<file path="config.mk">
export PLATFORM = sky130hd
export DESIGN_NAME = clk_loss_monitor
export DESIGN_NICKNAME = d
export VERILOG_FILES = /design/src/hdl/clk_loss_pkg.sv /design/src/hdl/clk_watch.sv /design/src/hdl/clk_loss_monitor.sv
export VERILOG_INCLUDE_DIRS = /design/src /design/src/hdl
export SDC_FILE = /design/constraint.sdc
export NUM_CORES = 1
export LEC_CHECK = 0
export ABC_CLOCK_PERIOD_IN_PS = 13600
export BUFFER_PORTS_ARGS = -buffer_cell sky130_fd_sc_hd__buf_2
export CORE_ASPECT_RATIO = 2
export CORE_MARGIN = 2
export CORE_UTILIZATION = 55
export CTS_BUF_LIST = sky130_fd_sc_hd__clkbuf_8
export CTS_CLUSTER_DIAMETER = 40
export DETAILED_ROUTE_END_ITERATION = 8
export PLACE_DENSITY = 0.72
export SYNTH_ARGS = -nofsm -noshare
export SYNTH_HDL_FRONTEND = slang
export SYNTH_SLANG_ARGS = --single-unit
</file>
<file path="constraint.sdc">
create_clock -name i_sys_clk -period 13.6 [get_ports i_sys_clk]
set_clock_uncertainty 0.1 [all_clocks]
set_input_delay 0.68 -clock i_sys_clk [delete_from_list [all_inputs] [get_ports i_sys_clk]]
set_output_delay 0.68 -clock i_sys_clk [all_outputs]
set_load 0.01 [all_outputs]
</file>
<file path="src/hdl/clk_loss_regs.svh">
// Purpose: Offsets, fields, resets and timing counts of the clock monitors
// Assumes: Byte-wide registers on a plain write/read strobe port
// Notes:   Definitions only
`ifndef CLK_LOSS_REGS_SVH
`define CLK_LOSS_REGS_SVH
// ****************************************
// Register offsets
// ****************************************
`define OFS_MON_CTRL      8'h2c
`define OFS_TIMEOUT_ONE   8'h2d
`define OFS_TIMEOUT_TWO   8'h2e
`define OFS_SAMPLE_RATE   8'h2f
`define OFS_RECOVERY      8'h32
`define OFS_STICKY        8'h68
// ****************************************
// Reset values
// ****************************************
`define RST_MON_CTRL      8'h00
`define RST_TIMEOUT_ONE   8'h17
`define RST_TIMEOUT_TWO   8'h00
`define RST_SAMPLE_RATE   8'h00
`define RST_RECOVERY      8'h00
// ****************************************
// Field positions
// ****************************************
`define BIT_RESET_MODE    7
`define BIT_MUTE_SEL      5
`define BIT_SRC_ONE       4
`define BIT_SRC_TWO_HI    3
`define BIT_SRC_TWO_LO    2
`define BIT_EN_ONE        1
`define BIT_EN_TWO        0
`define BIT_REC_TWO       1
`define BIT_REC_ONE       0
`define BIT_STICKY_CL     2
// ****************************************
// Timing: clock 10 MHz, times in microseconds
// ****************************************
`define CLK_MHZ           10
`define TO_US_0           2730
`define TO_US_1           22000
`define TO_US_2           44000
`define TO_US_3           87000
`define TO_US_4           174000
`define TO_US_5           350000
`define TO_US_6           700000
`define TO_US_7           1400000
`define RAMP_US_0         15
`define RAMP_US_1         30
`define RAMP_US_2         60
`define RAMP_US_3         120
`define RAMP_CYC(us)      ((us) * `CLK_MHZ)
`endif

</file>
<file path="src/hdl/clk_loss_pkg.sv">
// Purpose: Types shared by the clock monitors
// Assumes: Nothing
// Notes:   Values live in clk_loss_regs.svh
package clk_loss_pkg;
  typedef enum logic [2:0] {
    MON_RUN  = 3'b001,
    MON_LOST = 3'b010,
    MON_HOLD = 3'b100
  } mon_state_t;
endpackage

</file>
<file path="src/hdl/clk_watch.sv">
// Purpose: One clock-loss watchdog on a reference count that saturates at the limit
// Assumes: Watched clock is asynchronous; it is synchronised here
// Notes:   Edge restarts the count; timeout raises a level until recovered
`timescale 1ns/10ps
module clk_watch
  import clk_loss_pkg::*;
#(
  parameter int CW = 24
) (
  input  wire logic          i_sys_clk,
  input  wire logic          i_nrst,
  input  wire logic          i_enable,
  input  wire logic          i_watched,
  input  wire logic [CW-1:0] i_limit,
  input  wire logic          i_recovery_off,
  input  wire logic          i_release,
  output logic               o_lost,
  output logic               o_lost_pulse
);
  logic [2:0]    sync_r;
  logic [CW-1:0] count_r;
  mon_state_t    state_r;
  logic          edge_seen;

  // Two stages, then a third for edge detect
  always_ff @(posedge i_sys_clk or negedge i_nrst) begin
    if (!i_nrst) begin
      sync_r <= 3'h0;
    end else begin
      sync_r <= {sync_r[1:0], i_watched};
    end
  end
  assign edge_seen = sync_r[2] ^ sync_r[1];

  // Reference count restarts on every watched edge
  always_ff @(posedge i_sys_clk or negedge i_nrst) begin
    if (!i_nrst) begin
      count_r <= '0;
    end else if (!i_enable || edge_seen || state_r != MON_RUN) begin
      count_r <= '0;
    end else if (count_r < i_limit) begin
      count_r <= count_r + 1'b1;
    end
  end

  // Lost while stopped; auto recovery on the next edge unless suppressed
  always_ff @(posedge i_sys_clk or negedge i_nrst) begin
    if (!i_nrst) begin
      state_r <= MON_RUN;
    end else if (!i_enable) begin
      state_r <= MON_RUN;
    end else begin
      unique case (state_r)
        MON_RUN:  if (count_r >= i_limit) state_r <= MON_LOST;
        MON_LOST: if (edge_seen) begin
          state_r <= i_recovery_off ? MON_HOLD : MON_RUN;
        end
        MON_HOLD: if (i_release) state_r <= MON_RUN;
      endcase
    end
  end

  assign o_lost = i_enable && (state_r != MON_RUN);
  // Compare at or above so a limit lowered mid-count still fires at once
  assign o_lost_pulse = i_enable && state_r == MON_RUN && count_r >= i_limit;
endmodule

</file>
<file path="src/hdl/clk_loss_monitor.sv">
// Purpose: Two clock-loss monitors with shutdown, mute and gain ramp
// Assumes: Byte register port on the system clock; clocks from pins
// Notes:   Long timeouts scale by the PRESCALE parameter for simulation
//
// How it works
// - Monitor one silent past its timeout shuts down, raises power error
// - Monitor two does likewise with its own three-bit timeout
// - Monitor one disabled never flags an error or shuts down
// - Monitor two disabled never flags an error or shuts down
// - Monitor one watches port one clock at 0, port two at 1
// - Monitor two picks DAC, ADC or PLL clock; code 3 reserved
// - Monitor one error mutes by hardware at 0, processor at 1
// - Monitor two error ramps DAC gain at 15 to 120 us per dB
// - Recovery bit 0 allows automatic recovery, 1 suppresses it
// - Two-bit field selects PCM rate 8, 16, 48 or 96 kHz
// - Clock loss sets a sticky flag cleared when software reads it
`timescale 1ns/10ps
`include "clk_loss_regs.svh"
module clk_loss_monitor
  import clk_loss_pkg::*;
#(
  parameter int CW       = 24,
  parameter int PRESCALE = 1
) (
  input  wire logic       i_sys_clk,
  input  wire logic       i_nrst,
  input  wire logic       i_wr,
  input  wire logic       i_rd,
  input  wire logic [7:0] i_addr,
  input  wire logic [7:0] i_wdata,
  input  wire logic       i_port_one_clk,
  input  wire logic       i_port_two_clk,
  input  wire logic       i_dac_mod_clk,
  input  wire logic       i_adc_mod_clk,
  input  wire logic       i_pll_clk,
  output logic [7:0]      o_rdata,
  output logic            o_power_error_flag,
  output logic            o_shutdown,
  output logic            o_hw_mute,
  output logic            o_dsp_mute,
  output logic            o_gain_step,
  output logic            o_gain_ramping,
  output logic [1:0]      o_pcm_sample_rate,
  output logic            o_processor_reset_mode
);
  // ****************************************
  // Register file
  // ****************************************
  logic [7:0] ctrl_r, to_one_r, to_two_r, rate_r, rec_r;
  logic       sticky_r;
  logic       lost_one, lost_two, pulse_one, pulse_two;
  logic       src_one, src_two;
  logic [CW-1:0] lim_one, lim_two;
  logic [15:0] ramp_cnt_r;
  logic [15:0] ramp_lim;
  logic       rd_sticky;

  // Software writes; reserved bits kept as written
  always_ff @(posedge i_sys_clk or negedge i_nrst) begin
    if (!i_nrst) begin
      ctrl_r   <= `RST_MON_CTRL;
      to_one_r <= `RST_TIMEOUT_ONE;
      to_two_r <= `RST_TIMEOUT_TWO;
      rate_r   <= `RST_SAMPLE_RATE;
      rec_r    <= `RST_RECOVERY;
    end else if (i_wr) begin
      unique case (i_addr)
        `OFS_MON_CTRL:    ctrl_r   <= i_wdata;
        `OFS_TIMEOUT_ONE: to_one_r <= i_wdata;
        `OFS_TIMEOUT_TWO: to_two_r <= i_wdata;
        `OFS_SAMPLE_RATE: rate_r   <= i_wdata;
        `OFS_RECOVERY:    rec_r    <= i_wdata;
        default: ;
      endcase
    end
  end

  // Read data registered; unmapped offsets read zero
  always_ff @(posedge i_sys_clk or negedge i_nrst) begin
    if (!i_nrst) begin
      o_rdata <= 8'h00;
    end else if (i_rd) begin
      unique case (i_addr)
        `OFS_MON_CTRL:    o_rdata <= ctrl_r;
        `OFS_TIMEOUT_ONE: o_rdata <= to_one_r;
        `OFS_TIMEOUT_TWO: o_rdata <= to_two_r;
        `OFS_SAMPLE_RATE: o_rdata <= rate_r;
        `OFS_RECOVERY:    o_rdata <= rec_r;
        `OFS_STICKY: o_rdata <= {5'h00, sticky_r, 2'h0};
        default:          o_rdata <= 8'h00;
      endcase
    end
  end

  assign rd_sticky = i_rd && (i_addr == `OFS_STICKY);

  // Sticky loss flag; a new loss beats the clearing read
  always_ff @(posedge i_sys_clk or negedge i_nrst) begin
    if (!i_nrst) begin
      sticky_r <= 1'b0;
    end else if (pulse_one || pulse_two) begin
      sticky_r <= 1'b1;
    end else if (rd_sticky) begin
      sticky_r <= 1'b0;
    end
  end

  // ****************************************
  // Timeout table and source selection
  // ****************************************
  function automatic logic [CW-1:0] to_cycles(input logic [2:0] code);
    logic [31:0] us;
    us = `TO_US_0;
    unique case (code)
      3'h0: us = `TO_US_0;
      3'h1: us = `TO_US_1;
      3'h2: us = `TO_US_2;
      3'h3: us = `TO_US_3;
      3'h4: us = `TO_US_4;
      3'h5: us = `TO_US_5;
      3'h6: us = `TO_US_6;
      3'h7: us = `TO_US_7;
    endcase
    to_cycles = CW'((us * `CLK_MHZ) / PRESCALE);
  endfunction

  assign lim_one = to_cycles(to_one_r[2:0]);
  assign lim_two = to_cycles(to_two_r[2:0]);

  // Port one or two clock
  assign src_one = ctrl_r[`BIT_SRC_ONE] ? i_port_two_clk
                                        : i_port_one_clk;

  // Reserved code 3 watches nothing and so flags nothing
  always_comb begin
    unique case (ctrl_r[`BIT_SRC_TWO_HI:`BIT_SRC_TWO_LO])
      2'h0:    src_two = i_dac_mod_clk;
      2'h1:    src_two = i_adc_mod_clk;
      2'h2:    src_two = i_pll_clk;
      default: src_two = 1'b0;
    endcase
  end

  // ****************************************
  // Monitors
  // ****************************************
  clk_watch #(.CW(CW)) u_mon_one (
    .i_sys_clk      (i_sys_clk),
    .i_nrst         (i_nrst),
    .i_enable       (ctrl_r[`BIT_EN_ONE]),
    .i_watched      (src_one),
    .i_limit        (lim_one),
    .i_recovery_off (rec_r[`BIT_REC_ONE]),
    .i_release      (i_wr && i_addr == `OFS_RECOVERY),
    .o_lost         (lost_one),
    .o_lost_pulse   (pulse_one)
  );

  clk_watch #(.CW(CW)) u_mon_two (
    .i_sys_clk      (i_sys_clk),
    .i_nrst         (i_nrst),
    .i_enable       (ctrl_r[`BIT_EN_TWO] &&
                     ctrl_r[`BIT_SRC_TWO_HI:`BIT_SRC_TWO_LO] != 2'h3),
    .i_watched      (src_two),
    .i_limit        (lim_two),
    .i_recovery_off (rec_r[`BIT_REC_TWO]),
    .i_release      (i_wr && i_addr == `OFS_RECOVERY),
    .o_lost         (lost_two),
    .o_lost_pulse   (pulse_two)
  );

  // ****************************************
  // Error actions
  // ****************************************
  // Shutdown and power error follow either loss
  always_ff @(posedge i_sys_clk or negedge i_nrst) begin
    if (!i_nrst) begin
      o_shutdown         <= 1'b0;
      o_power_error_flag <= 1'b0;
    end else begin
      o_shutdown         <= lost_one || lost_two;
      o_power_error_flag <= lost_one || lost_two;
    end
  end

  // Mute path chosen by the mute select bit
  always_ff @(posedge i_sys_clk or negedge i_nrst) begin
    if (!i_nrst) begin
      o_hw_mute  <= 1'b0;
      o_dsp_mute <= 1'b0;
    end else begin
      o_hw_mute  <= lost_one && !ctrl_r[`BIT_MUTE_SEL];
      o_dsp_mute <= lost_one &&  ctrl_r[`BIT_MUTE_SEL];
    end
  end

  // One gain step of 1 dB per ramp period
  always_comb begin
    unique case (to_two_r[7:6])
      2'h0: ramp_lim = 16'(`RAMP_CYC(`RAMP_US_0));
      2'h1: ramp_lim = 16'(`RAMP_CYC(`RAMP_US_1));
      2'h2: ramp_lim = 16'(`RAMP_CYC(`RAMP_US_2));
      2'h3: ramp_lim = 16'(`RAMP_CYC(`RAMP_US_3));
    endcase
  end

  // Ramp runs while monitor two reports loss; gain block counts steps
  always_ff @(posedge i_sys_clk or negedge i_nrst) begin
    if (!i_nrst) begin
      ramp_cnt_r  <= 16'h0000;
      o_gain_step <= 1'b0;
    end else if (!lost_two) begin
      ramp_cnt_r  <= 16'h0000;
      o_gain_step <= 1'b0;
    end else if (ramp_cnt_r == ramp_lim - 16'h0001) begin
      ramp_cnt_r  <= 16'h0000;
      o_gain_step <= 1'b1;
    end else begin
      ramp_cnt_r  <= ramp_cnt_r + 16'h0001;
      o_gain_step <= 1'b0;
    end
  end

  always_ff @(posedge i_sys_clk or negedge i_nrst) begin
    if (!i_nrst) begin
      o_gain_ramping <= 1'b0;
    end else begin
      o_gain_ramping <= lost_two;
    end
  end

  assign o_pcm_sample_rate      = rate_r[1:0];
  assign o_processor_reset_mode = ctrl_r[`BIT_RESET_MODE];
endmodule

</file>
Word-level counts from Yosys, hierarchy flattened
Memories as Yosys holds them, arrays and structs flattened.
Cells that the tools add are included.
- register bits after elaboration: 130
- bits in read-only memories: 304
- output and inout port bits: 17
- memories: 2
- input bits: 25
- word-level logic and storage cells: 117
- memories (name ; depth ; width ; read ports ; clocked after Yosys merged registers in ; wr ports ; line ; text):
    (name not given) ; 8 ; 19 ; 1 ; 0 ; 0 ; clk_loss_monitor.sv:114 ; unique case (code)
    (name not given) ; 8 ; 19 ; 1 ; 0 ; 0 ; clk_loss_monitor.sv:114 ;
- add/subtract/negate cells: 4
- magnitude comparators: 4
- muxes and demuxes: 25
- $mul: 2
- equal/unequal tests: 27
- bitwise operators: 2
- reduce and logical (&&, ||, !) cells: 32
- operator list (operator ; count):
    $mux W24 ; 4
    $mul A32 B3 Y23 const B ; 2
    $pmux W16 S4 ; 1
    $add A24 B1 Y24 const B ; 2
    $ge A24 B24 Y1 ; 2
    $lt A24 B24 Y1 ; 2
    $pmux W8 S6 ; 1
    $eq A8 B6 Y1 const B ; 5
    $mux W16 ; 2
    $mux W3 ; 9
    $pmux W3 S3 ; 2
    $add A16 B1 Y16 const B ; 1
    $eq A16 B16 Y1 ; 1
    $sub A16 B1 Y16 const B ; 1
    $logic_and A1 B1 Y1 ; 11
    $reduce_and A2 Y1 ; 5
    $ne A3 B2 Y1 const B ; 3
    $ne A3 B3 Y1 const B ; 3
    $eq A8 B7 Y1 const B ; 1
    $eq A2 B2 Y1 const B ; 3
    $eq A3 B1 Y1 const B ; 2
    $eq A3 B2 Y1 const B ; 2
    $eq A3 B3 Y1 const B ; 2
    $logic_or A1 B1 Y1 ; 6
    10 further kinds ; 23

Longest topological paths before layout
Gate-level depths: netlist (run 1).
- depth after elaboration: 6
- depth in mapped cells: 22
- gate-level depth less buffers: 19

By module
From an unflattened synthesis (run 1), not the netlist that was laid out.
- cells, all modules: 1086
- area total of the unflattened synthesis: 9923.3 um^2
- modules (own cells, without submodules) (module ; instances ; cells an instance ; area an instance (um^2) ; sequential area each (um^2)):
    clk_loss_monitor ; 1 ; 556 ; 5378.9 ; 1756.7
    clk_watch ; 2 ; 265 ; 2272.2 ; 752.0

Worst setup path before layout (run 1)
No wires, ideal clock.
- path type: register to register
- start: register to_one_r[1]
- end: register u_mon_one.count_r[21]
- required time: 13.380 ns
- path buffers: 2
- cell stages (with the launch flop): 22
- data arrival time: 5.113 ns
- library setup time: 0.120 ns
- period minus slack after synthesis: 5.333 ns
- path slack: 8.267 ns
- path through: dfstp_2 > clkbuf_1 > inv_1 > ha_1 > nor2b_1 > a21oi_1 > ha_1 > ha_1 > a221oi_1 > o32ai_1 > a211o_1 > a211o_1 > a221oi_2 > xor2_1 > ha_1 > nand3_1 > nor2_1 > nand2_1 > nor3_1 > clkbuf_1 > nor2_1 > a31o_2
- word-level cells in the longest chain between the ends: 4
- ends and longest elaborated chain (element ; line ; text):
    start: declaration ; clk_loss_monitor.sv:49 ; logic [7:0] ctrl_r, to_one_r, to_two_r, rate_r, rec_r;
    start signal: assignment ; clk_loss_monitor.sv:62 ; to_one_r <= `RST_TIMEOUT_ONE;
    start signal: assignment ; clk_loss_monitor.sv:69 ; `OFS_TIMEOUT_ONE: to_one_r <= i_wdata;
    $mem_v2 Z8 W19 ; - ;
    $mul A32 B3 Y23 (no source line) ; - ;
    $lt A24 B24 Y1 ; clk_watch.sv:41 ; end else if (count_r < i_limit) begin
    $reduce_bool A2 Y1 (no source line) ; - ;
    end signal: assignment ; clk_watch.sv:42 ; count_r <= count_r + 1'b1;
    end: declaration ; clk_watch.sv:21 ; logic [CW-1:0] count_r;
No other way between the ends.
A chain may end at the register's enable or synchronous reset.

Worst setup path after layout (run 1)
- start: register to_two_r[0]
- end: register u_mon_two.count_r[3]
- word-level cells in the longest chain between the ends: 4
- ends and longest elaborated chain (element ; line ; text):
    start: declaration ; clk_loss_monitor.sv:49 ;
    start signal: assignment ; clk_loss_monitor.sv:63 ; to_two_r <= `RST_TIMEOUT_TWO;
    start signal: assignment ; clk_loss_monitor.sv:70 ; `OFS_TIMEOUT_TWO: to_two_r <= i_wdata;
    $mem_v2 Z8 W19 ; - ;
    $mul A32 B3 Y23 (no source line) ; - ;
    $lt A24 B24 Y1 ; clk_watch.sv:41 ;
    $reduce_bool A2 Y1 (no source line) ; - ;
    end signal: assignment ; clk_watch.sv:42 ;
    end: declaration ; clk_watch.sv:21 ;
No other way between the ends.

==> results of run 1 <==
## cell type report
cell class,instances,area [µm²],area share [%]
well taps,210,263,2.55
flip-flops and latches,130,3260,31.6
clock inverters,11,115,1.12
inverters,52,195,1.89
repair buffers,46,249,2.41
multi-input cells,801,5940,57.6
clock buffers,21,289,2.80
## sequential cells by signal, indices dropped and copies added (netlist names)
| register | cells |
|---|---|
| o_shutdown | 1 |
| u_mon_two.sync_r | 3 |
| ramp_cnt_r | 16 |
| o_hw_mute | 1 |
| u_mon_one.state_r | 3 |
| to_two_r | 8 |
| o_gain_step | 1 |
| u_mon_one.sync_r | 3 |
| o_rdata | 8 |
| u_mon_one.count_r | 24 |
| u_mon_two.count_r | 24 |
| o_gain_ramping | 1 |
| to_one_r | 8 |
| sticky_r | 1 |
| rate_r | 8 |
| o_dsp_mute | 1 |
| u_mon_two.state_r | 3 |
| ctrl_r | 8 |
| rec_r | 8 |
## metrics by stage
| step | instances | instance area (µm²) | total power [mW] | setup WS [ps] |
|---|---|---|---|---|
| after detailed placement | 1239 | 9910 | 0.632 | 7400 |
| after global placement | 1239 | 9910 | 0.627 | 7650 |
| after global routing | 1271 | 10300 | 1.01 | 6980 |
| after floorplan | 1024 | 9580 | 0.567 | 8270 |
| after CTS | 1271 | 10300 | 0.967 | 7390 |
| final | 1271 | 10300 | 0.961 | 7380 |
## worst max-delay path by stage
stage / start / end / slack [ps]
after global placement: to_one_r[2] / sticky_r / 7650
after detailed placement: to_two_r[0] / u_mon_two.count_r[3] / 7400
after CTS: to_two_r[0] / u_mon_two.count_r[3] / 7390
after floorplan: to_one_r[1] / u_mon_one.count_r[21] / 8270
final: to_two_r[0] / u_mon_two.count_r[3] / 7380
after global routing: to_two_r[0] / u_mon_two.count_r[3] / 6980
## power breakdown
part           internal (mW)  leakage [nW]  switching (mW)
Combinational         0.0883          2.68           0.132
Sequential             0.395          1.77          0.0120
Clock                  0.181         0.216           0.153
## cells in the mapped netlist (all sizes together) (19+ instances only)
master,instances
xnor2,29
nand4,20
o31ai,22
mux2,41
a21oi,61
nand3,46
xor2,19
dfrtp,124
inv,51
nand2b,23
o21ai,47
clkbuf,30
ha,105
or3,22
and3,22
nand2,76
nor2,56
## per-layer routing
metal	track usage [%]	vias to the layer above	part of all wire, %
met5	0	-	0
met4	16.9	0	6.1
met3	3.01	79	2.2
met2	52.1	179	56
met1	26.2	3982	35
li1	-	3872	-
## logic make-up (layout without fill, tap and decap cells)
kind of cell,after synthesis,in the layout
xor gates and xnor gates,48,48
muxes,51,51
buffers and inverters,93,130
adders and majority gates,105,105
AOI/OAI and AO/OA,252,252
DFF,130,130
and+or+nand+nor,345,345
==> key figures, run 1 <==
Run status
  • Status: complete, no violations

Setup path
  • Req. time, crit path: 13850 ps
  • Crit Path Class: reg2reg
  • R2r setup slk: approximately 7400 ps
  • Slowest CP cell: dfrtp_1
  • Nature of the critical path endpoint: register
  • Crit-path cells: inv_1, ha_1, inv_1, o21ai_0, ha_1, ha_1, nand2_1, a2111oi_0, a311oi_1, o21ai_0, a31oi_1, xor2_1, ha_1, and3_2, and3_2, a221oi_4, o211ai_1, or3_2, a21oi_1
  • Worst Reg2Reg Path Length in Cells: 19
  • Critical path data arrival time: 6460 ps
  • CP bufs+invs: 2
  • R2R Path End: u_mon_two.count_r[3]
  • Reg2reg start: to_two_r[0]
  • Startpoint types: register
  • Crit. path cell count: 19
  • Worst path top cell family by delay: compound AO/OA/AOI/OAI gates
  • CP max FO: 20
  • CP dominant cell by count: ha_1
  • CP peak stage delay: approximately 750 ps

Synthesis
  • Yosys top cell area share: 32.4%
  • Post-synthesis xor/xnor area fraction: 4.39%
  • Synthesized area: 9580 µm²
  • Register area share after synthesis: 34.1%
  • Main area contributors after synthesis: dfrtp_1, ha_1, mux2_2
  • Compound-Gate Fraction of Synth Area: 18.4%
  • Post-synth EDFFs: 0
  • Mapped Nets: 1154
  • Asr flop ratio synth: 100%
  • Synth Area in Adders: 13.7%
  • Largest family of logic cells by synthesized area: simple AND/OR/NAND/NOR gates
  • Syn Area/Cell: a little over 9 µm²
  • Dominant cell type by area after synthesis: dfrtp_1
  • Main synth FF type: dfrtp_1
  • Post-Synth Simple-Gate Area: 19.2%
  • Post-Synthesis Cells: 1024
  • Mux cell area share after synthesis: roughly 6.3%
  • Synth warn: 0
  • Post-synthesis register bit count: 130
  • Yosys cell types: slightly below 80

Power and ir drop
  • Leak: 4.67 nW
  • Power per cell area: slightly above 90 nW/µm²
  • Max VDD drop: a little over 0.07 mV

Placement
  • I/O Buffers: 41
  • RePlAce Congestion: ~0.95
  • HPWL Detailed: 18500 µm

Final layout
  • Commonest non-fill, non-tap cells in the layout: dfrtp_1, ha_1, nand2_1
  • Layout cells sized above 1: 14.6%
  • ANT cells: 0
  • Final nets: between 1000 and 1500
  • Fin util: 60.0%
  • Most common cell after layout, fill and taps aside: dfrtp_1
  • Area growth syn-to-layout: 7.74%
  • FILL cells: about 1500

Clock network
  • Clock Latency Late Sink: ~440 ps
  • Post-CTS Setup Bufs: 0
  • Clock buffer depth: 2
  • TritonCTS clock tree: done
  • H-tree Lvls: 4
  • Number of clock sinks: 130
  • CTS buffer count: 17
  • Root Buffer: clkbuf_8
  • Clock transition at the registers of the reported paths: about 80 ps
  • PostCTS Resize Cnt: 0
  • Hold_buf cts: 0

Routing
  • DR DRC count: 0
  • Vias per inst: between 6 and 7
  • WL/cell: 18.9 µm
  • 1st-iter DRT viols: 378
  • Drt total wl: 24100 µm
  • DR vias: 8112
  • Drt pass-1 iters: 6
  • ANT nets after route: 0

Die
  • Core area: around 17000 µm²
  • Die area: 18500 µm²
  • IO Count: 42
  • Die width: roughly 97 µm
  • Rows: approximately 70
  • Die span in y: about 190 µm
  • Initial core utilization: 55.7%

STA
  • Final Hold Fails: 0
  • Worst-Margin Slew: 1030 ps
  • Hold Slack: ~160 ps
  • Finish-stage setup viols: 0
  • RSZ-0062 raised after global routing: false
  • Setup TNS: 0 ps
  • Final-report max-slew violation count: 0
  • Post-layout min period: roughly 6200 ps
  • Max Fclk: 0.161 GHz
  • Relative slew margins: 31.3%
  • Final period utilization: 45.7%

GRT
  • GRT overflow: 0
  • Overall Global Routing Usage: a little over a quarter
  • Vias in the first global route: 8397
  • Initial antenna violation count: 0
  • Largest net degree at the start of global routing: 74
  • First-pass GRT wire length: 40200 µm

Hold path
  • Worst hold path class: in2async

Job
  • Max cap viols: 0
Note: power is estimated with default switching activity, not from simulation.
==> run 2: changes to the inputs <==
--- a/config.mk
+++ b/config.mk
@@ -6,7 +6,7 @@
 export SDC_FILE = /design/constraint.sdc
 export NUM_CORES = 1
 export LEC_CHECK = 0
-export ABC_CLOCK_PERIOD_IN_PS = 13600
+export ABC_CLOCK_PERIOD_IN_PS = 5700
 export BUFFER_PORTS_ARGS = -buffer_cell sky130_fd_sc_hd__buf_2
 export CORE_ASPECT_RATIO = 2
 export CORE_MARGIN = 2
@@ -14,7 +14,7 @@
 export CTS_BUF_LIST = sky130_fd_sc_hd__clkbuf_8
 export CTS_CLUSTER_DIAMETER = 40
 export DETAILED_ROUTE_END_ITERATION = 8
-export PLACE_DENSITY = 0.72
+export PLACE_DENSITY = 0.75
 export SYNTH_ARGS = -nofsm -noshare
 export SYNTH_HDL_FRONTEND = slang
 export SYNTH_SLANG_ARGS = --single-unit
==> constraint.sdc (replaced) <==
create_clock -name i_sys_clk -period 5.7 [get_ports i_sys_clk]
set_clock_uncertainty 0.1 [all_clocks]
set_input_delay 0.285 -clock i_sys_clk [delete_from_list [all_inputs] [get_ports i_sys_clk]]
set_output_delay 0.285 -clock i_sys_clk [all_outputs]
set_load 0.01 [all_outputs]
==> key figures, run 2 (synthesis gave the netlist of run 1 again) <==
Die
  • Die area: 18500 µm² (unchanged)
  • Core area: 17200 µm² (unchanged)
  • IO Count: 42 (unchanged)
  • Rows: 68 (unchanged)
  • Die width: 97.3 µm (unchanged)
  • Initial core utilization: 55.7% (unchanged)
  • Die span in y: 191 µm (unchanged)

Final layout
  • ANT cells: 0 (unchanged)
  • Commonest non-fill, non-tap cells in the layout: dfrtp_1, ha_1, nand2_1
  • Multi-input gate area: 6030 µm² (+1.5%)
  • Regs by FF count: u_mon_one.count_r (24), u_mon_two.count_r (24), ramp_cnt_r (16)
  • Area growth syn-to-layout: 11.1%
  • FILL cells: 1486 (-1.3%)
  • Most common cell after layout, fill and taps aside: dfrtp_1
  • Final nets: 1208 (+2.5%)
  • Layout cells sized above 1: 17.3% (+2.7 points)
  • Final instance area: 10600 µm² (+3.1%)
  • Register area: 3260 µm² (unchanged)

GRT
  • Overall Global Routing Usage: 27.5% (+0.75 points)
  • GRT overflow: 0 (unchanged)
  • Largest net degree at the start of global routing: 67 (-9.5%)
  • First-pass GRT wire length: 40900 µm (+1.7%)
  • Initial antenna violation count: 0 (unchanged)
  • Vias in the first global route: 8547 (+1.8%)

Routing
  • Drt total wl: 25600 µm (+6.6%)
  • 1st-iter DRT viols: 465 (+23%)
  • DR DRC count: 0 (unchanged)
  • DR vias: 8311 (+2.5%)
  • WL/cell: 19.7 µm (+4.1%)
  • Drt pass-1 iters: 5 (-1)
  • ANT nets after route: 0 (unchanged)
  • Vias per inst: 6.39 (about the same)

STA
  • Final period utilization: 95.2% (+49 points)
  • Setup TNS: 0 ps (unchanged)
  • Final Hold Fails: 0 (unchanged)
  • Worst-Margin Slew: 1030 ps (+0.330 ps)
  • Setup ws final: 276 ps (-7110 ps)
  • Hold Slack: 11.8 ps (-149 ps)
  • Post-layout min period: 5420 ps (-791 ps)
  • Relative slew margins: 31.3% (about the same)
  • Max Fclk: 0.184 GHz (+15%)
  • Finish-stage setup viols: 0 (unchanged)
  • Final-report max-slew violation count: 0 (unchanged)

Placement
  • Area after DPL: 10000 µm² (+1.3%)
  • I/O Buffers: 41 (unchanged)
  • Dpl ws: 47.9 ps (-7350 ps)
  • RePlAce Congestion: 0.974 (+2.9%)
  • HPWL Detailed: 18900 µm (+2.1%)

Clock network
  • CTS buffer count: 17 (unchanged)
  • TritonCTS clock tree: done
  • H-tree Lvls: 4 (unchanged)
  • Clock Latency Late Sink: 450 ps (about the same)
  • Root Buffer: clkbuf_8
  • Clock buffer depth: 2 (unchanged)
  • Number of clock sinks: 130 (unchanged)
  • Clock transition at the registers of the reported paths: 80 ps (about the same)

Power and ir drop
  • Max VDD drop: 0.180 mV (+150%)
  • Power per cell area: 218 nW/µm² (+130%)
  • Leak: 4.80 nW (+2.8%)

Setup path
  • Nature of the critical path endpoint: register
  • R2r setup slk: 280 ps (-7110 ps)
  • Req. time, crit path: 5950 ps (-7900 ps)
  • Worst Reg2Reg Path Length in Cells: 21 (+2)
  • Crit path capture: u_mon_two.count_r[3]
  • Crit Path Class: reg2reg
  • CP max FO: 19 (-5.0%)
  • Reg2reg start: to_two_r[0]
  • Startpoint types: register
  • R2R Path End: u_mon_two.count_r[3]
  • Critical path data arrival time: 5670 ps (-790 ps)
  • CP Launch Point: to_two_r[0]

Hold path
  • Worst hold path class: in2reg

Job
  • Max cap viols: 0 (unchanged)

Run status
  • Status: complete, no violations
==> run 2: how the worst min path moves through the flow <==
| stage | from | to | slack [ps] | depth (start not counted) |
|---|---|---|---|---|
| detailed placement | i_nrst | o_rdata[0] | 210 | 1 |
| CTS | i_dac_mod_clk | u_mon_two.sync_r[0] | 3 | 3 |
| finish | i_dac_mod_clk | u_mon_two.sync_r[0] | 10 | 3 |
| global route | i_wdata[0] | to_one_r[0] | 30 | 3 |
| global placement | i_nrst | o_rdata[1] | 200 | 1 |
| floorplan | i_nrst | ctrl_r[0] | -110 | 0 |
==> run 2: power breakdown <==
group          switching [mW]  internal, mW
registers              0.0171         0.942
clock network           0.384         0.411
logic                   0.339         0.230
total                   0.740          1.58
==> run 2: routing by layer <==
metal | track usage [%] | vias to the layer above | routed length, µm
met3 | 3.59 | 81 | 688
met4 | 16.7 | 0 | 1390
met2 | 54.8 | 187 | 14600
li1 | - | 3933 | -
met1 | 25.8 | 4110 | 8960
met5 | 0 | - | 0
==> run 2: cell type report <==
type                    count  share of cell area [%]
inverters                  52                    1.83
well taps                 210                    2.47
repair buffers             75                    4.62
multi-input cells         802                    56.7
clock inverters            13                    1.27
flip-flops and latches    130                    30.6
clock buffers              19                    2.46
==> run 2: through the flow <==
step | std cells | power [mW] | utilization [%]
final | 1301 | 2.32 | 61.9
after global routing | 1301 | 2.44 | 61.9
after detailed placement | 1254 | 1.52 | 58.4
after CTS | 1291 | 2.32 | 61.0
after floorplan | 1024 | 1.35 | -
after global placement | 1254 | 1.50 | 58.4
==> run 2: critical path, cell delays in order (launching register included) <==
cell       delay [ps]
dfrtp_1           390
buf_4             210
or2_2             300
and2_1            190
inv_1              60
ha_1              220
ha_1              440
nand2_1           100
a2111oi_1         560
a311oi_2           90
nor4_1            300
a211oi_1           90
xor2_1            160
ha_1              290
and3_2            220
and3_2            240
a221oi_4          300
buf_4             170
o211ai_1           80
buf_4             220
or3_2             450
a21oi_1           150
==> run 2: repair_timing <==
item,CTS,global route
hold buffers,5,0
hold endpoints to repair,65,0
setup endpoints to repair,0,42
gates resized for setup,0,16
setup buffers,0,9
==> run 3: changes to the inputs <==
--- a/config.mk
+++ b/config.mk
@@ -6,7 +6,7 @@
 export SDC_FILE = /design/constraint.sdc
 export NUM_CORES = 1
 export LEC_CHECK = 0
-export ABC_CLOCK_PERIOD_IN_PS = 5700
+export ABC_CLOCK_PERIOD_IN_PS = 4400
 export BUFFER_PORTS_ARGS = -buffer_cell sky130_fd_sc_hd__buf_2
 export CORE_ASPECT_RATIO = 2
 export CORE_MARGIN = 2
==> constraint.sdc (replaced) <==
create_clock -name i_sys_clk -period 4.4 [get_ports i_sys_clk]
set_clock_uncertainty 0.1 [all_clocks]
set_input_delay 0.22 -clock i_sys_clk [delete_from_list [all_inputs] [get_ports i_sys_clk]]
set_output_delay 0.22 -clock i_sys_clk [all_outputs]
set_load 0.01 [all_outputs]
==> key figures, run 3 (synthesis gave the netlist of run 1 again) <==
Die
  • IO Count: 42 (unchanged)
  • Core area: 17200 µm² (unchanged)
  • Die span in y: 191 µm (unchanged)
  • Initial core utilization: 55.7% (unchanged)
  • Die area: 18500 µm² (unchanged)
  • Rows: 68 (unchanged)
  • Die width: 97.3 µm (unchanged)

STA
  • Setup TNS: -17320 ps (-17320 ps)
  • Finish-stage setup viols: 53 (+53)
  • Worst-Margin Slew: 1390 ps (+363 ps)
  • Relative slew margins: 7.05% (-24 points)
  • Final-report max-slew violation count: 0 (unchanged)
  • Post-layout min period: 4870 ps (-553 ps)
  • RSZ-0062 raised after global routing: true
  • Final period utilization: 111% (+16 points)
  • Max Fclk: 0.205 GHz (+11%)
  • Setup ws final: -472 ps (-747 ps)
  • Final Hold Fails: 0 (unchanged)

Clock network
  • Clock buffer depth: 2 (unchanged)
  • H-tree Lvls: 4 (unchanged)
  • Clock Latency Late Sink: 460 ps (about the same)
  • CTS buffer count: 17 (unchanged)
  • TritonCTS clock tree: done
  • Number of clock sinks: 130 (unchanged)
  • Clock transition at the registers of the reported paths: 80 ps (about the same)
  • Root Buffer: clkbuf_8

GRT
  • Overall Global Routing Usage: 31.4% (+3.9 points)
  • First-pass GRT wire length: 46500 µm (+14%)
  • GRT overflow: 0 (unchanged)
  • Initial antenna violation count: 0 (unchanged)
  • Largest net degree at the start of global routing: 108 (+61%)
  • Vias in the first global route: 9583 (+12%)

Hold path
  • Worst hold path class: in2reg

Setup path
  • CP peak stage delay: 610 ps (+50 ps)
  • Critical path data arrival time: 5150 ps (-520 ps)
  • Nature of the critical path endpoint: register
  • Startpoint types: register
  • Slowest CP cell: dfstp_2
  • Crit-path cells: buf_12, nand2_1, a21boi_2, ha_1, ha_4, a221oi_2, o32ai_2, a211o_1, a211o_4, a31oi_4, xnor2_2, ha_1, nand2_2, a21oi_2, a211oi_2, buf_4, o221ai_4, buf_12, or4_1, a21oi_2
  • Req. time, crit path: 4680 ps (-1270 ps)
  • CP max FO: 9 (-10)
  • Crit Path Class: reg2reg

Final layout
  • Final nets: 1356 (+12%)
  • Final instance area: 12700 µm² (+20%)
  • Layout Cells excl Fill: 1449 (+11%)
  • Fin util: 74.1% (+12 points)
  • Area growth syn-to-layout: 33.0%
  • ANT cells: 0 (unchanged)
  • Most common cell after layout, fill and taps aside: buf_4
  • Regs by FF count: u_mon_one.count_r (24), u_mon_two.count_r (24), ramp_cnt_r (16)
  • Commonest non-fill, non-tap cells in the layout: buf_4, dfrtp_1, ha_1
  • Layout cells sized above 1: 35.4% (+18 points)

Routing
  • Drt total wl: 30000 µm (+17%)
  • ANT nets after route: 0 (unchanged)
  • Vias per inst: 6.43 (+0.63%)
  • DR vias: 9315 (+12%)
  • WL/cell: 20.7 µm (+5.1%)
  • DR DRC count: 0 (unchanged)
  • 1st-iter DRT viols: 574 (+23%)
  • Drt pass-1 iters: 5 (unchanged)

Run status
  • Status: complete, but fails checks
  • Failing checks: setup timing

Power and ir drop
  • Combinational share of power: 31.8% (+7.3 points)
  • Clk pwr share: 30.6% (-3.6 points)
  • Switching share of power: 34.1% (+2.3 points)
  • Power per cell area: 260 nW/µm² (+19%)
  • Leak: 5.67 nW (+18%)
  • NetSw: 1.13 mW (+53%)
  • Internal cell power: 2.18 mW (+38%)
  • Max VDD drop: 0.301 mV (+68%)
  • Seq pwr share: 37.5% (-3.8 points)

Placement
  • HPWL Detailed: 20400 µm (+7.9%)
  • I/O Buffers: 41 (unchanged)
  • Area after DPL: 11300 µm² (+12%)
  • RePlAce Congestion: 0.955 (-2.0%)
  • Placed cell count: 1374 (+9.6%)

Job
  • Max cap viols: 0 (unchanged)
[run 3: cell count changes in the layout (fill, tap and decap cells not counted), sizes merged]
cell,before,now
buf,70,210
bufinv,2,1
clkbuf,19,18
dlygate4sd3,5,12
inv,55,58
nand2,76,77
o2111ai,7,6
[run 3: metrics by stage]
stage          power [mW]  hold slack, ps  worst slack [ps]
6_report             3.31            42.2              -472
4_1_cts              3.26            25.1              -297
3_5_place_dp         2.17             237              -398
5_1_grt              3.47            36.8              -619
2_1_floorplan        1.81            -176              -131
3_3_place_gp         2.15             231              -343
[run 3: cell type report]
class | count | area (µm²)
Tap cell | 210 | 263
Fill cell | 1143 | 4450
Sequential cell | 130 | 3260
Clock inverter | 15 | 146
Timing Repair Buffer | 223 | 1800
Inverter | 52 | 219
Clock buffer | 17 | 234
Multi-Input combinational cell | 802 | 6820
[run 3: worst paths after layout]
check | start | endpoint | slack, ps | cells after the start
max | to_one_r[1] | u_mon_one.count_r[6] | -470 | 20
min | i_rd | o_rdata[6] | 40 | 2
max reg2reg | to_one_r[1] | u_mon_one.count_r[6] | -470 | 20
min reg2reg | u_mon_one.sync_r[0] | u_mon_one.sync_r[1] | 250 | 0
max in group asynchronous | i_nrst | u_mon_one.count_r[8] | 3010 | 3
min in group asynchronous | i_nrst | u_mon_two.count_r[16] | 270 | 2
[run 3: power by group through the flow]
stage	registers [mW]	clock network [mW]	logic, mW
after floorplan	1.26	0	0.548
after global placement	1.26	0	0.889
after detailed placement	1.27	0	0.909
after CTS	1.24	1.02	0.991
after global routing	1.25	1.08	1.14
final	1.24	1.02	1.05
[run 3: metal layers]
metal  global-route usage (%)  wire, µm  vias up  share of wire (%)
li1                         -         -     4238                  -
met1                     29.6      9780     4550                 33
met2                     60.7     16600      366                 55
met3                     3.89      1110      161                3.7
met4                     23.0      2500        0                8.3
met5                        0         0        -                  0
[run 3: what timing repair did]
item,4_1_cts,5_1_grt
gates resized for setup,104,41
buffers inserted,21,7
pin swaps,58,14
gates cloned,3,1
hold buffers,12,0
endpoints found under the hold margin,138,0
endpoints found under the setup margin,53,53
[run 3: worst max-delay path, delay by kind of cell, from the launching register on]
kind	cells	cell delay [ps]
compound gates	10	1980
xor+xnor	1	140
fa+ha+maj	3	860
buf+inv	3	510
flops	1	610
simple gates	3	590
